[src/verilog/hds_pkg.sv]
package hds_pkg;
    localparam int       MAX_PORTS      = 255;
    localparam int       MAP_W          = MAX_PORTS + 1;
    localparam int       FIXED_BYTES    = 7;
    localparam logic [7:0] OFS_LENGTH   = 8'h00;
    localparam logic [7:0] OFS_TYPE     = 8'h01;
    localparam logic [7:0] OFS_NPORTS   = 8'h02;
    localparam logic [7:0] OFS_CHAR_LO  = 8'h03;
    localparam logic [7:0] OFS_CHAR_HI  = 8'h04;
    localparam logic [7:0] OFS_PWR_GOOD = 8'h05;
    localparam logic [7:0] OFS_CURRENT  = 8'h06;
    localparam logic [7:0] OFS_MAP      = 8'h07;
    localparam logic [7:0] HUB_DESC_TYPE = 8'h29;
    localparam logic [7:0] CHAR_HI_RSVD  = 8'h00;
    localparam logic [7:0] PWR_MASK_BYTE = 8'hFF;
    localparam logic [7:0] BYTE_RST      = 8'h00;
    localparam int       PWR_GOOD_UNIT_MS = 2;
    localparam int       CHAR_PWR_LSB   = 0;
    localparam int       CHAR_COMPOUND  = 2;
    localparam int       CHAR_OC_LSB    = 3;
    localparam int       CHAR_TT_LSB    = 5;
    localparam int       CHAR_IND       = 7;
    localparam logic [1:0] OC_GLOBAL    = 2'h0;

    typedef enum logic [1:0] {
        HDS_IDLE,
        HDS_ADDR,
        HDS_LOAD,
        HDS_HOLD
    } hds_state_t;
endpackage

[src/verilog/hds_img_if.sv]
`timescale 1ns/1ps
interface hds_img_if #(
    parameter int MAP_W = hds_pkg::MAP_W
);
    logic [7:0]       addr;
    logic [7:0]       nports;
    logic [7:0]       char_lo;
    logic [7:0]       pwr_good;
    logic [7:0]       current;
    logic [7:0]       length;
    logic [MAP_W-1:0] rem_map;
    logic [7:0]       rd_data;

    modport ctrl (output addr, nports, char_lo, pwr_good, current, length,
                  rem_map, input rd_data);
    modport img  (input addr, nports, char_lo, pwr_good, current, length,
                  rem_map, output rd_data);
endinterface

[src/verilog/hds_image.sv]
`timescale 1ns/1ps
module hds_image (
    input  wire logic clk,
    input  wire logic rst_n,
    hds_img_if.img    im
);
    localparam int MAP_BYTES = hds_pkg::MAP_W / 8;

    logic [7:0] rd_data_r;
    logic [7:0] rd_data_nxt;
    logic [7:0] rel;
    logic [7:0] rem_bytes;
    logic [4:0] map_idx;

    assign rem_bytes = (im.nports >> 3) + 8'h01;
    assign rel       = im.addr - hds_pkg::OFS_MAP;
    assign map_idx   = rel[4:0];

    always_comb begin
        rd_data_nxt = hds_pkg::BYTE_RST;
        case (im.addr)
            hds_pkg::OFS_LENGTH:   rd_data_nxt = im.length;
            hds_pkg::OFS_TYPE:     rd_data_nxt = hds_pkg::HUB_DESC_TYPE;
            hds_pkg::OFS_NPORTS:   rd_data_nxt = im.nports;
            hds_pkg::OFS_CHAR_LO:  rd_data_nxt = im.char_lo;
            hds_pkg::OFS_CHAR_HI:  rd_data_nxt = hds_pkg::CHAR_HI_RSVD;
            hds_pkg::OFS_PWR_GOOD: rd_data_nxt = im.pwr_good;
            hds_pkg::OFS_CURRENT:  rd_data_nxt = im.current;
            default: begin
                if (rel < rem_bytes && rel < 8'(MAP_BYTES)) begin
                    rd_data_nxt = im.rem_map[map_idx*8 +: 8];
                end else begin
                    // legacy mask bytes, pad bits included
                    rd_data_nxt = hds_pkg::PWR_MASK_BYTE;
                end
            end
        endcase
    end

    always_ff @(posedge clk) begin
        if (!rst_n) begin
            rd_data_r <= hds_pkg::BYTE_RST;
        end else begin
            rd_data_r <= rd_data_nxt;
        end
    end

    assign im.rd_data = rd_data_r;
endmodule // hds_image

[src/verilog/hds_desc_source.sv]
`timescale 1ns/1ps
// Operation
// - byte 0 holds the total descriptor length, counting itself
// - byte 1 holds hub descriptor type code 29h
// - byte 2 holds the number of downstream ports
// - characteristics bits 1:0 give the power switching scheme
// - characteristics bit 2 is set for a compound device
// - characteristics bits 4:3 give the over-current reporting mode
// - no-protection code only allowed for bus-powered hubs
// - characteristics bits 6:5 give translator think time, 8 to 32 bits
// - bit 7 flags port indicators; without it indicator requests do nothing
// - byte 5 holds power-on to power-good time in 2 ms units
// - byte 6 holds hub controller current in mA
// - removable bitmap from byte 7, bit n is port n, bit 0 reserved
// - bitmap bit 0 means removable, 1 means permanently attached
// - bitmap bits for ports that do not exist read zero
// - legacy power mask follows, one bit per port, padded, all ones
module hds_desc_source #(
    parameter int MAX_PORTS = hds_pkg::MAX_PORTS
) (
    input  wire logic             clk,
    input  wire logic             rst_n,
    input  wire logic [7:0]       cfg_num_ports,
    input  wire logic [1:0]       cfg_power_mode,
    input  wire logic             cfg_compound,
    input  wire logic [1:0]       cfg_oc_mode,
    input  wire logic             cfg_bus_powered,
    input  wire logic [1:0]       cfg_tt_think,
    input  wire logic             cfg_port_ind,
    input  wire logic [7:0]       cfg_pwr_good_time,
    input  wire logic [7:0]       cfg_ctrl_current,
    input  wire logic [MAX_PORTS:0] cfg_fixed_ports,
    input  wire logic             fetch_start,
    input  wire logic [15:0]      fetch_len,
    input  wire logic             byte_ready,
    output logic                  byte_valid,
    output logic [7:0]            byte_data,
    output logic                  byte_last,
    output logic                  fetch_busy,
    output logic [7:0]            desc_length,
    input  wire logic             ind_req,
    input  wire logic [7:0]       ind_req_port,
    output logic                  ind_apply,
    output logic [7:0]            ind_port
);
    localparam int MAP_W = MAX_PORTS + 1;

    hds_img_if #(.MAP_W(MAP_W)) im ();

    hds_pkg::hds_state_t state_r;
    logic [7:0]       addr_r;
    logic [7:0]       left_r;
    logic [7:0]       nports_r;
    logic [7:0]       char_lo_r;
    logic [7:0]       pwr_good_r;
    logic [7:0]       current_r;
    logic [7:0]       length_r;
    logic [MAP_W-1:0] rem_map_r;
    logic [MAP_W-1:0] rem_map_nxt;
    logic [7:0]       char_lo_nxt;
    logic [1:0]       oc_eff;
    logic [7:0]       map_bytes_nxt;
    logic [7:0]       mask_bytes_nxt;
    logic [7:0]       len_nxt;
    logic [7:0]       cnt_nxt;
    logic             byte_valid_r;
    logic [7:0]       byte_data_r;
    logic             byte_last_r;
    logic             fetch_busy_r;
    logic [7:0]       desc_length_r;
    logic             ind_apply_r;
    logic [7:0]       ind_port_r;

    // existing ports keep their strap, all others and bit 0 read zero
    for (genvar i = 0; i < MAP_W; i++) begin : g_map
        assign rem_map_nxt[i] = (i != 0) && (i <= int'(cfg_num_ports)) &&
                                cfg_fixed_ports[i];
    end

    // a self-powered hub must not claim it has no protection
    assign oc_eff = (cfg_oc_mode[1] && !cfg_bus_powered) ?
                    hds_pkg::OC_GLOBAL : cfg_oc_mode;

    always_comb begin
        char_lo_nxt = hds_pkg::BYTE_RST;
        char_lo_nxt[hds_pkg::CHAR_PWR_LSB +: 2] = cfg_power_mode;
        char_lo_nxt[hds_pkg::CHAR_COMPOUND]     = cfg_compound;
        char_lo_nxt[hds_pkg::CHAR_OC_LSB +: 2]  = oc_eff;
        char_lo_nxt[hds_pkg::CHAR_TT_LSB +: 2]  = cfg_tt_think;
        char_lo_nxt[hds_pkg::CHAR_IND]          = cfg_port_ind;
    end

    // fixed part, removable bytes, then power mask bytes
    assign map_bytes_nxt  = (cfg_num_ports >> 3) + 8'h01;
    // the mask rounds up, so a partial byte is padded with ones
    assign mask_bytes_nxt = 8'((9'(cfg_num_ports) + 9'h007) >> 3);
    assign len_nxt        = 8'(hds_pkg::FIXED_BYTES) + map_bytes_nxt +
                            mask_bytes_nxt;
    // a zero request length leaves the block idle
    assign cnt_nxt = (fetch_len < {8'h00, len_nxt}) ?
                     fetch_len[7:0] : len_nxt;

    always_ff @(posedge clk) begin
        if (!rst_n) begin
            desc_length_r <= hds_pkg::BYTE_RST;
        end else begin
            desc_length_r <= len_nxt;
        end
    end

    // snapshot keeps the image steady while a fetch is under way
    always_ff @(posedge clk) begin
        if (!rst_n) begin
            nports_r   <= hds_pkg::BYTE_RST;
            char_lo_r  <= hds_pkg::BYTE_RST;
            pwr_good_r <= hds_pkg::BYTE_RST;
            current_r  <= hds_pkg::BYTE_RST;
            length_r   <= hds_pkg::BYTE_RST;
            rem_map_r  <= '0;
        end else if (state_r == hds_pkg::HDS_IDLE && fetch_start) begin
            nports_r   <= cfg_num_ports;
            char_lo_r  <= char_lo_nxt;
            pwr_good_r <= cfg_pwr_good_time;
            current_r  <= cfg_ctrl_current;
            length_r   <= len_nxt;
            rem_map_r  <= rem_map_nxt;
        end
    end

    // each byte costs at least three cycles: address, image read, then offer until taken
    always_ff @(posedge clk) begin
        if (!rst_n) begin
            state_r      <= hds_pkg::HDS_IDLE;
            addr_r       <= hds_pkg::OFS_LENGTH;
            left_r       <= hds_pkg::BYTE_RST;
            byte_valid_r <= 1'b0;
            byte_data_r  <= hds_pkg::BYTE_RST;
            byte_last_r  <= 1'b0;
            fetch_busy_r <= 1'b0;
        end else begin
            case (state_r)
                hds_pkg::HDS_IDLE: begin
                    if (fetch_start && cnt_nxt != 8'h00) begin
                        addr_r       <= hds_pkg::OFS_LENGTH;
                        left_r       <= cnt_nxt;
                        fetch_busy_r <= 1'b1;
                        state_r      <= hds_pkg::HDS_ADDR;
                    end
                end
                hds_pkg::HDS_ADDR: begin
                    state_r <= hds_pkg::HDS_LOAD;
                end
                hds_pkg::HDS_LOAD: begin
                    byte_data_r  <= im.rd_data;
                    byte_valid_r <= 1'b1;
                    byte_last_r  <= (left_r == 8'h01);
                    state_r      <= hds_pkg::HDS_HOLD;
                end
                // the byte stands until the consumer takes it
                hds_pkg::HDS_HOLD: begin
                    if (byte_ready) begin
                        byte_valid_r <= 1'b0;
                        byte_last_r  <= 1'b0;
                        left_r       <= left_r - 8'h01;
                        addr_r       <= addr_r + 8'h01;
                        if (byte_last_r) begin
                            fetch_busy_r <= 1'b0;
                            state_r      <= hds_pkg::HDS_IDLE;
                        end else begin
                            state_r <= hds_pkg::HDS_ADDR;
                        end
                    end
                end
                default: begin
                    state_r <= hds_pkg::HDS_IDLE;
                end
            endcase
        end
    end

    // indicator requests are dropped when indicators are not fitted
    always_ff @(posedge clk) begin
        if (!rst_n) begin
            ind_apply_r <= 1'b0;
        end else begin
            ind_apply_r <= ind_req && cfg_port_ind;
        end
    end

    // the last accepted port stays put while requests are dropped
    always_ff @(posedge clk) begin
        if (!rst_n) begin
            ind_port_r <= hds_pkg::BYTE_RST;
        end else if (ind_req && cfg_port_ind) begin
            ind_port_r <= ind_req_port;
        end
    end

    assign im.addr     = addr_r;
    assign im.nports   = nports_r;
    assign im.char_lo  = char_lo_r;
    assign im.pwr_good = pwr_good_r;
    assign im.current  = current_r;
    assign im.length   = length_r;
    assign im.rem_map  = rem_map_r;

    hds_image u_image (
        .clk   (clk),
        .rst_n (rst_n),
        .im    (im)
    );

    assign byte_valid  = byte_valid_r;
    assign byte_data   = byte_data_r;
    assign byte_last   = byte_last_r;
    assign fetch_busy  = fetch_busy_r;
    assign desc_length = desc_length_r;
    assign ind_apply   = ind_apply_r;
    assign ind_port    = ind_port_r;
endmodule // hds_desc_source

[config.mk]
export PLATFORM = sky130hd
export DESIGN_NAME = hds_desc_source
export DESIGN_NICKNAME = d
export VERILOG_FILES = /design/src/verilog/hds_pkg.sv /design/src/verilog/hds_img_if.sv /design/src/verilog/hds_image.sv /design/src/verilog/hds_desc_source.sv
export SDC_FILE = /design/constraint.sdc
export NUM_CORES = 1
export LEC_CHECK = 0
export BUFFER_PORTS_ARGS = -buffer_cell sky130_fd_sc_hd__buf_4
export CORE_ASPECT_RATIO = 0.8
export CORE_MARGIN = 10
export CORE_UTILIZATION = 55
export DETAILED_ROUTE_END_ITERATION = 8
export GPL_ROUTABILITY_DRIVEN = 1
export HOLD_SLACK_MARGIN = 0.05
export PLACE_DENSITY_LB_ADDON = 0.12
export SLEW_MARGIN = 20
export SYNTH_ARGS = -nofsm -noshare
export SYNTH_HDL_FRONTEND = slang
export SYNTH_SLANG_ARGS = --single-unit
export TNS_END_PERCENT = 30
[constraint.sdc]
create_clock -name clk -period 12.61 [get_ports clk]
set_clock_uncertainty 0.1 [all_clocks]
set_input_delay 0.6305 -clock clk [delete_from_list [all_inputs] [get_ports clk]]
set_output_delay 0.6305 -clock clk [all_outputs]
set_load 0.05 [all_outputs]
Yosys cells after proc, flatten, opt, wreduce, memory -nomap -nowiden
Index checks and enable logic that the tools add are counted.
{"block": "classes", "addsub": 8, "n_mul": 0, "mux": 21, "bitwise": 0, "n_eq_ne": 13, "n_reduce_logical": 270, "order_cmp": 258, "n_shift": 1, "div_mod_pow": 0}
{"operator": "8-bit less-or-equal comparator, first input constant", "n": 128}
{"operator": "7-bit by 8-bit less-or-equal comparator with 1-bit output, first input constant", "n": 64}
{"operator": "1-bit logical AND", "n": 260}
{"operator": "6-bit by 8-bit less-or-equal comparator with 1-bit output, first input constant", "n": 32}
{"operator": "256-bit by 9-bit variable part select with 8-bit output", "n": 1}
{"operator": "5-bit by 8-bit less-or-equal comparator with 1-bit output, first input constant", "n": 16}
{"operator": "4-bit by 8-bit less-or-equal comparator with 1-bit output, first input constant", "n": 8}
{"operator": "8-bit one-hot mux with 7 select lines", "n": 1}
{"operator": "8-bit two-way mux", "n": 6}
{"operator": "3-bit by 8-bit less-or-equal comparator with 1-bit output, first input constant", "n": 4}
{"operator": "8-bit one-hot mux with 2 select lines", "n": 2}
{"operator": "8-bit by 3-bit == test with 1-bit output, second input constant", "n": 3}
{"operator": "8-bit by 1-bit == test with 1-bit output, second input constant", "n": 2}
{"operator": "8-bit by 2-bit == test with 1-bit output, second input constant", "n": 2}
{"operator": "2-bit by 8-bit less-or-equal comparator with 1-bit output, first input constant", "n": 2}
{"operator": "16-bit by 8-bit less-than comparator with 1-bit output", "n": 1}
{"operator": "5-bit by 1-bit adder with 6-bit output, second input constant", "n": 2}
{"operator": "8-bit by 3-bit adder with 9-bit output, second input constant", "n": 1}
{"operator": "3-bit by 8-bit adder with 8-bit output, first input constant", "n": 1}
{"operator": "8-bit by 1-bit adder with 8-bit output, second input constant", "n": 1}
{"operator": "8-bit by 6-bit adder with 8-bit output", "n": 1}
{"operator": "1-bit by 8-bit less-or-equal comparator with 1-bit output, first input constant", "n": 1}
{"operator": "8-bit logical NOT", "n": 1}
{"operator": "8-bit by 6-bit less-than comparator with 1-bit output, second input constant", "n": 1}
{"operator": "other kinds (18)", "n": 30}
{"block": "totals", "mem_bits_ro": 0, "latch_bits": 0, "output_inout_bits": 28, "regBits": 349, "mem_count": 0, "wordCells": 588, "inputBits": 318, "ram_bits": 0}

Depth between registers and ports, before layout
{"block": "logic_depth", "depth_word": 9, "ltp_mapped": 24, "mapped_depth_nobuf": 19}

By module
A second synthesis with hierarchy kept.
{"block": "unflattened", "cells_unflattened": 2225, "hier_area_um2": 18481.5}
{"mod": "hds_desc_source", "cells_each": 1956, "n_inst": 1, "area_per_inst_um2": 15478.6, "seq_area_each_um2": 6826.5}
{"mod": "hds_image", "cells_each": 269, "n_inst": 1, "area_per_inst_um2": 3002.9, "seq_area_each_um2": 160.2}

Worst setup path after synthesis
No wires, ideal clock.
{"block": "synth_path", "path_kind": "input -> register", "start": "in cfg_num_ports[6]", "end": "reg addr_r[5]", "path_stages": 20, "path_slack_ns": 6.963, "t_arrival_ns": 5.477, "t_required_ns": 12.440, "cell_sequence": "clkbuf_1 -> clkbuf_1 -> clkbuf_1 -> buf_1 -> xor2_1 -> ha_1 -> ha_1 -> o21a_1 -> and3_1 -> nor3_1 -> ha_1 -> a21oi_1 -> a21boi_0 -> a211o_1 -> buf_6 -> and4_4 -> o41a_1 -> buf_2 -> or4_1 -> a21boi_1"}
{"block": "synth_between", "elab_chain_len": 9}
{"element": "from (decl)", "line": "hds_desc_source.sv:23", "source": "input wire logic [7:0] cfg_num_ports,"}
{"element": "5-bit by 1-bit adder with 6-bit output", "line": "hds_desc_source.sv:94", "source": "assign map_bytes_nxt = (cfg_num_ports >> 3) + 8'h01;"}
{"element": "3-bit by 8-bit adder with 8-bit output", "line": "hds_desc_source.sv:97", "source": "assign len_nxt = 8'(hds_pkg::FIXED_BYTES) + map_bytes_nxt +"}
{"element": "8-bit by 6-bit adder with 8-bit output (*)", "line": "hds_desc_source.sv:97"}
{"element": "16-bit by 8-bit less-than comparator with 1-bit output", "line": "hds_desc_source.sv:100", "source": "assign cnt_nxt = (fetch_len < {8'h00, len_nxt}) ?"}
{"element": "8-bit two-way mux (*)", "line": "hds_desc_source.sv:100"}
{"element": "8-bit nonzero test (*)", "line": "hds_desc_source.sv:143", "source": "if (fetch_start && cnt_nxt != 8'h00) begin"}
{"element": "1-bit logical AND (*)", "line": "hds_desc_source.sv:143"}
{"element": "2-bit by 1-bit inequality test with 1-bit output (no line) (*)"}
{"element": "3-bit AND reduction (no line) (*)"}
{"element": "to (signal assigned)", "line": "hds_desc_source.sv:134", "source": "addr_r <= hds_pkg::OFS_LENGTH;"}
{"element": "to (signal assigned)", "line": "hds_desc_source.sv:144", "source": "addr_r <= hds_pkg::OFS_LENGTH;"}
{"element": "to (signal assigned)", "line": "hds_desc_source.sv:165", "source": "addr_r <= addr_r + 8'h01;"}
{"element": "to (decl)", "line": "hds_desc_source.sv:51", "source": "logic [7:0] addr_r;"}
Mark *: on every way between the ends. The rest lies on a longest branch, timed or not.
A chain may end at the register's enable or synchronous reset.

Worst setup path in the final report
{"block": "layout_path", "start": "in cfg_num_ports[7]", "end": "reg addr_r[5]"}
Same word-level chain as after synthesis.

==> metrics.md <==
| Metric | Value |
|---|---|
| Status | `complete, no violations` |
| Most frequent cell after synthesis | `nand2_1` |
| Max-slew violation count | `0` |
| Top Ports | `~350` |
| Detail Route Antenna Nets | `0` |
| Synth Cell Area | `18000 um2` |
| Syn_nets | `between 2000 and 3000` |
| WP data required | `between 10 and 15 ns` |
| Cells after synthesis | `~2200` |
| CP Launch Point | `cfg_num_ports[7]` |
| CTS Sinks | `349` |
| Vias/cell | `around 6.8` |
| Setup_tns | `0 ns` |
| Top Layer Used | `met5` |
| Worst-case hold path end point | `im.rem_map[224]` |
| Slew @ Worst Pin | `1.14 ns` |
| Area Growth Syn to Fin | `21.0%` |
| Max-cap viol count | `0` |
| Cell family with most CP delay | `simple AND/OR/NAND/NOR gates` |
| Overall routing resource usage | `35.4%` |
| Arr. time, crit path | `roughly 7 ns` |
| Synth top area cells | `dfxtp_1, mux4_2, nand2_1` |
| Critical path startpoint category | `input port` |
| Mean Syn Cell Area | `8.32 um2` |
| Ratio of cells with drive above 1 in the final layout | `22.5%` |
| Largest family of logic cells by synthesized area | `compound AO/OA/AOI/OAI gates` |
| Simple-gate share of the synthesized area | `about a fifth` |
| Worst skew pair latency | `roughly 0.54 ns` |
| Post-CTS Setup Bufs | `0` |
| Share of the synthesized area in the top cell type | `about two fifths` |
| Vias in the first global route | `about 18000` |
| Initial Utilization | `a little under three fifths` |
| Die W | `approximately 220 um` |
| Period utilisation layout | `51.7%` |
| HPWL Detailed | `about 54 mm` |
| Num rows | `59` |
| First-pass GRT wire length | `112 mm` |
| Post-Synth XOR/XNOR Area | `less than 1%` |
| Fin crit period | `6.52 ns` |
| Non-filler instance count after layout | `2834` |
| EDFF count, synth | `0` |
| Hold Startpoint | `cfg_fixed_ports[224]` |
| Hold WC Path Type | `input port to flip-flop` |
| Post-synthesis compound-gate area fraction | `about 22%` |
| Pre-Repair DR Iteration Count | `8` |
| LEAKAGE | `0.00822 uW` |
| Placed cell count | `2769` |
| Crit Reg-Reg Startpoint | `addr_r[0]` |
| Seq/Total Area, Yosys | `between 30 and 40%` |
| Metal-1 WL | `about 30 mm` |
| Initial antenna violation count | `4` |
| Final Hold Fails | `0` |
| Core ar. | `32500 um2` |
| Clock transition at path regs | `roughly 0.07 ns` |
| RSZ-0062 raised after global routing | `false` |
| Overflow after GRT | `0` |
| DP Area | `about 21000 um2` |
| Mux share of post-synthesis cell area | `between 10% and 20%` |
| Pwr/cell area | `about 160 nW/um2` |
| CP Capture Type | `flip-flop` |
| Root buf cell | `clkbuf_16` |
| Reg2Reg Depth | `7` |
| Yosys top cell by area | `dfxtp_1` |
| Max-Slew Margin vs Limit | `23.6%` |
| Area of the die | `roughly 41000 um2` |
| DR WL met3 | `roughly 11 mm` |
| Input/output buffers | `344` |
| Critical path class | `input port to flip-flop` |
| Synth unique cells | `71` |
| Die Y-Extent | `about 180 um` |
| Crit path max fanout | `between 40 and 50` |
| Post-Synth Adder-Cell Area | `between 2 and 3%` |
| FF+latch count, synth | `around 350` |
| CTS max path bufs | `3` |
| DRC Markers | `0` |
| Fmax | `about 0.15 GHz` |
| CTS tree | `yes` |
| CP max-delay cell | `and2_1` |
| TritonCTS buffer count | `37` |
| VDD IR max | `roughly 0.0001 V` |
| Final setup vio count | `0` |
| DR iter-0 viols | `3222` |
| Cells along the critical path | `buf_4 > and2_1 > nand4_1 > inv_1 > ha_1 > ha_1 > nor2b_1 > a221o_1 > nor3_1 > ha_1 > a21oi_1 > a21boi_0 > a211o_1 > and4_4 > o41a_1 > or4_1 > a21boi_1` |
| CP Buf/Inv Count | `2` |
| Prevailing post-synth register cell | `dfxtp_1` |
| H-tree levels | `2` |
| CTS Hold Bufs | `0` |
| RD Place Congestion | `~1` |
| Avg WL per Cell | `27.1 um` |
| Routed WL | `a little under 80 mm` |
| Post-synth top cells | `nand2_1, dfxtp_1, a21oi_1` |
| Final Instance Area | `between 20000 and 25000 um2` |
| Post-layout net count | `around 2700` |
| Most common cell on crit path | `ha_1` |
| Async S/R FF share, synth | `0%` |
| Ys Warns | `0` |
| Crit path largest cell delay | `0.73 ns` |
| Worst R2R End | `u_image.im.rd_data[6]` |
| Hold Path Stages | `3` |
| Final Core Density | `between 60% and 70%` |
| Flop2flop setup slack | `8.07 ns` |
| WL met2 | `roughly 32 mm` |
| Vias | `roughly 19000` |
| Post-CTS Resized | `0` |
| Largest net degree at the start of global routing | `130` |
[power by group]
| part | switching (uW) | internal [uW] | total, uW |
|---|---|---|---|
| combinational | 642 | 329 | 971 |
| clock | 467 | 639 | 1110 |
| sequential | 87.5 | 1240 | 1330 |
| total | 1200 | 2210 | 3400 |
[worst register-to-register path, cell delays in order (launching register included)]
cell	delay [ns]
dfxtp_4	0.74
inv_1	0.23
ha_4	0.59
buf_4	0.77
mux4_2	0.70
mux4_2	0.48
mux2i_1	0.58
a211oi_1	0.18
[worst max-delay path by stage]
stage	depth (start not counted)	slack, ns	endpoint
floorplan	20	6.96	addr_r[5]
CTS	17	6.27	addr_r[1]
global route	17	5.95	state_r[1]
detailed placement	17	5.77	addr_r[1]
finish	17	6.09	addr_r[5]
global placement	17	5.94	addr_r[1]
[layout make-up]
cell class                      count  area, um2
Fill cell                        2725      10600
Clock inverter                      9       98.8
Antenna cell                        2       5.00
Tap cell                          427        534
Sequential cell                   349       6990
Inverter                           30        120
Timing Repair Buffer              368       2770
Multi-Input combinational cell   1595      10200
Clock buffer                       54       1090
[cell families (layout without fill, tap and decap cells)]
logic type / Yosys count / in the layout
AOI/OAI and AO/OA: 641 / 641
buffers and inverters: 224 / 461
adders and majority gates: 39 / 39
other: 0 / 2
xor gates and xnor gates: 17 / 17
DFF: 349 / 349
muxes: 112 / 112
and+or+nand+nor: 786 / 786
[routing by layer]
metal | global-route usage, % | up-vias
li1 | - | 8287
met1 | 48.2 | 9081
met2 | 49.4 | 1529
met3 | 11.6 | 260
met4 | 16.6 | 6
met5 | 1.49 | -
[metrics by stage]
step | power [uW] | setup WS [ns] | hold WS, ns
floorplan | 1950 | 6.96 | 0.329
global placement | 2250 | 5.94 | 0.335
detailed placement | 2280 | 5.77 | 0.342
CTS | 3360 | 6.27 | 0.234
global route | 3510 | 5.95 | 0.263
finish | 3400 | 6.09 | 0.241
[sequential cells by signal, indices dropped and copies added, names as in the netlist]
register / flops
addr_r: 8
byte_data: 8
byte_last: 1
byte_valid: 1
char_lo_r: 8
current_r: 8
desc_length: 8
fetch_busy: 1
im.length: 8
im.nports: 8
im.pwr_good: 8
im.rem_map: 255
ind_apply: 1
ind_port: 8
left_r: 8
state_r: 2
u_image.im.rd_data: 8
[layout by cell type (no fill, tap or decap), drive strengths merged, types with 13 or more instances in the layout]
master / n
nand3: 133
ha: 38
o22ai: 13
a21o: 14
o21ai: 81
and2: 18
nor3: 13
mux4: 78
o2111ai: 46
inv: 30
a32oi: 28
nor2: 139
dfxtp: 349
clkbuf: 54
mux2i: 25
buf: 368
nand4: 15
nand2: 405
a21boi: 13
a21oi: 302
o211ai: 53
Note: power is estimated with default switching activity, not from simulation.
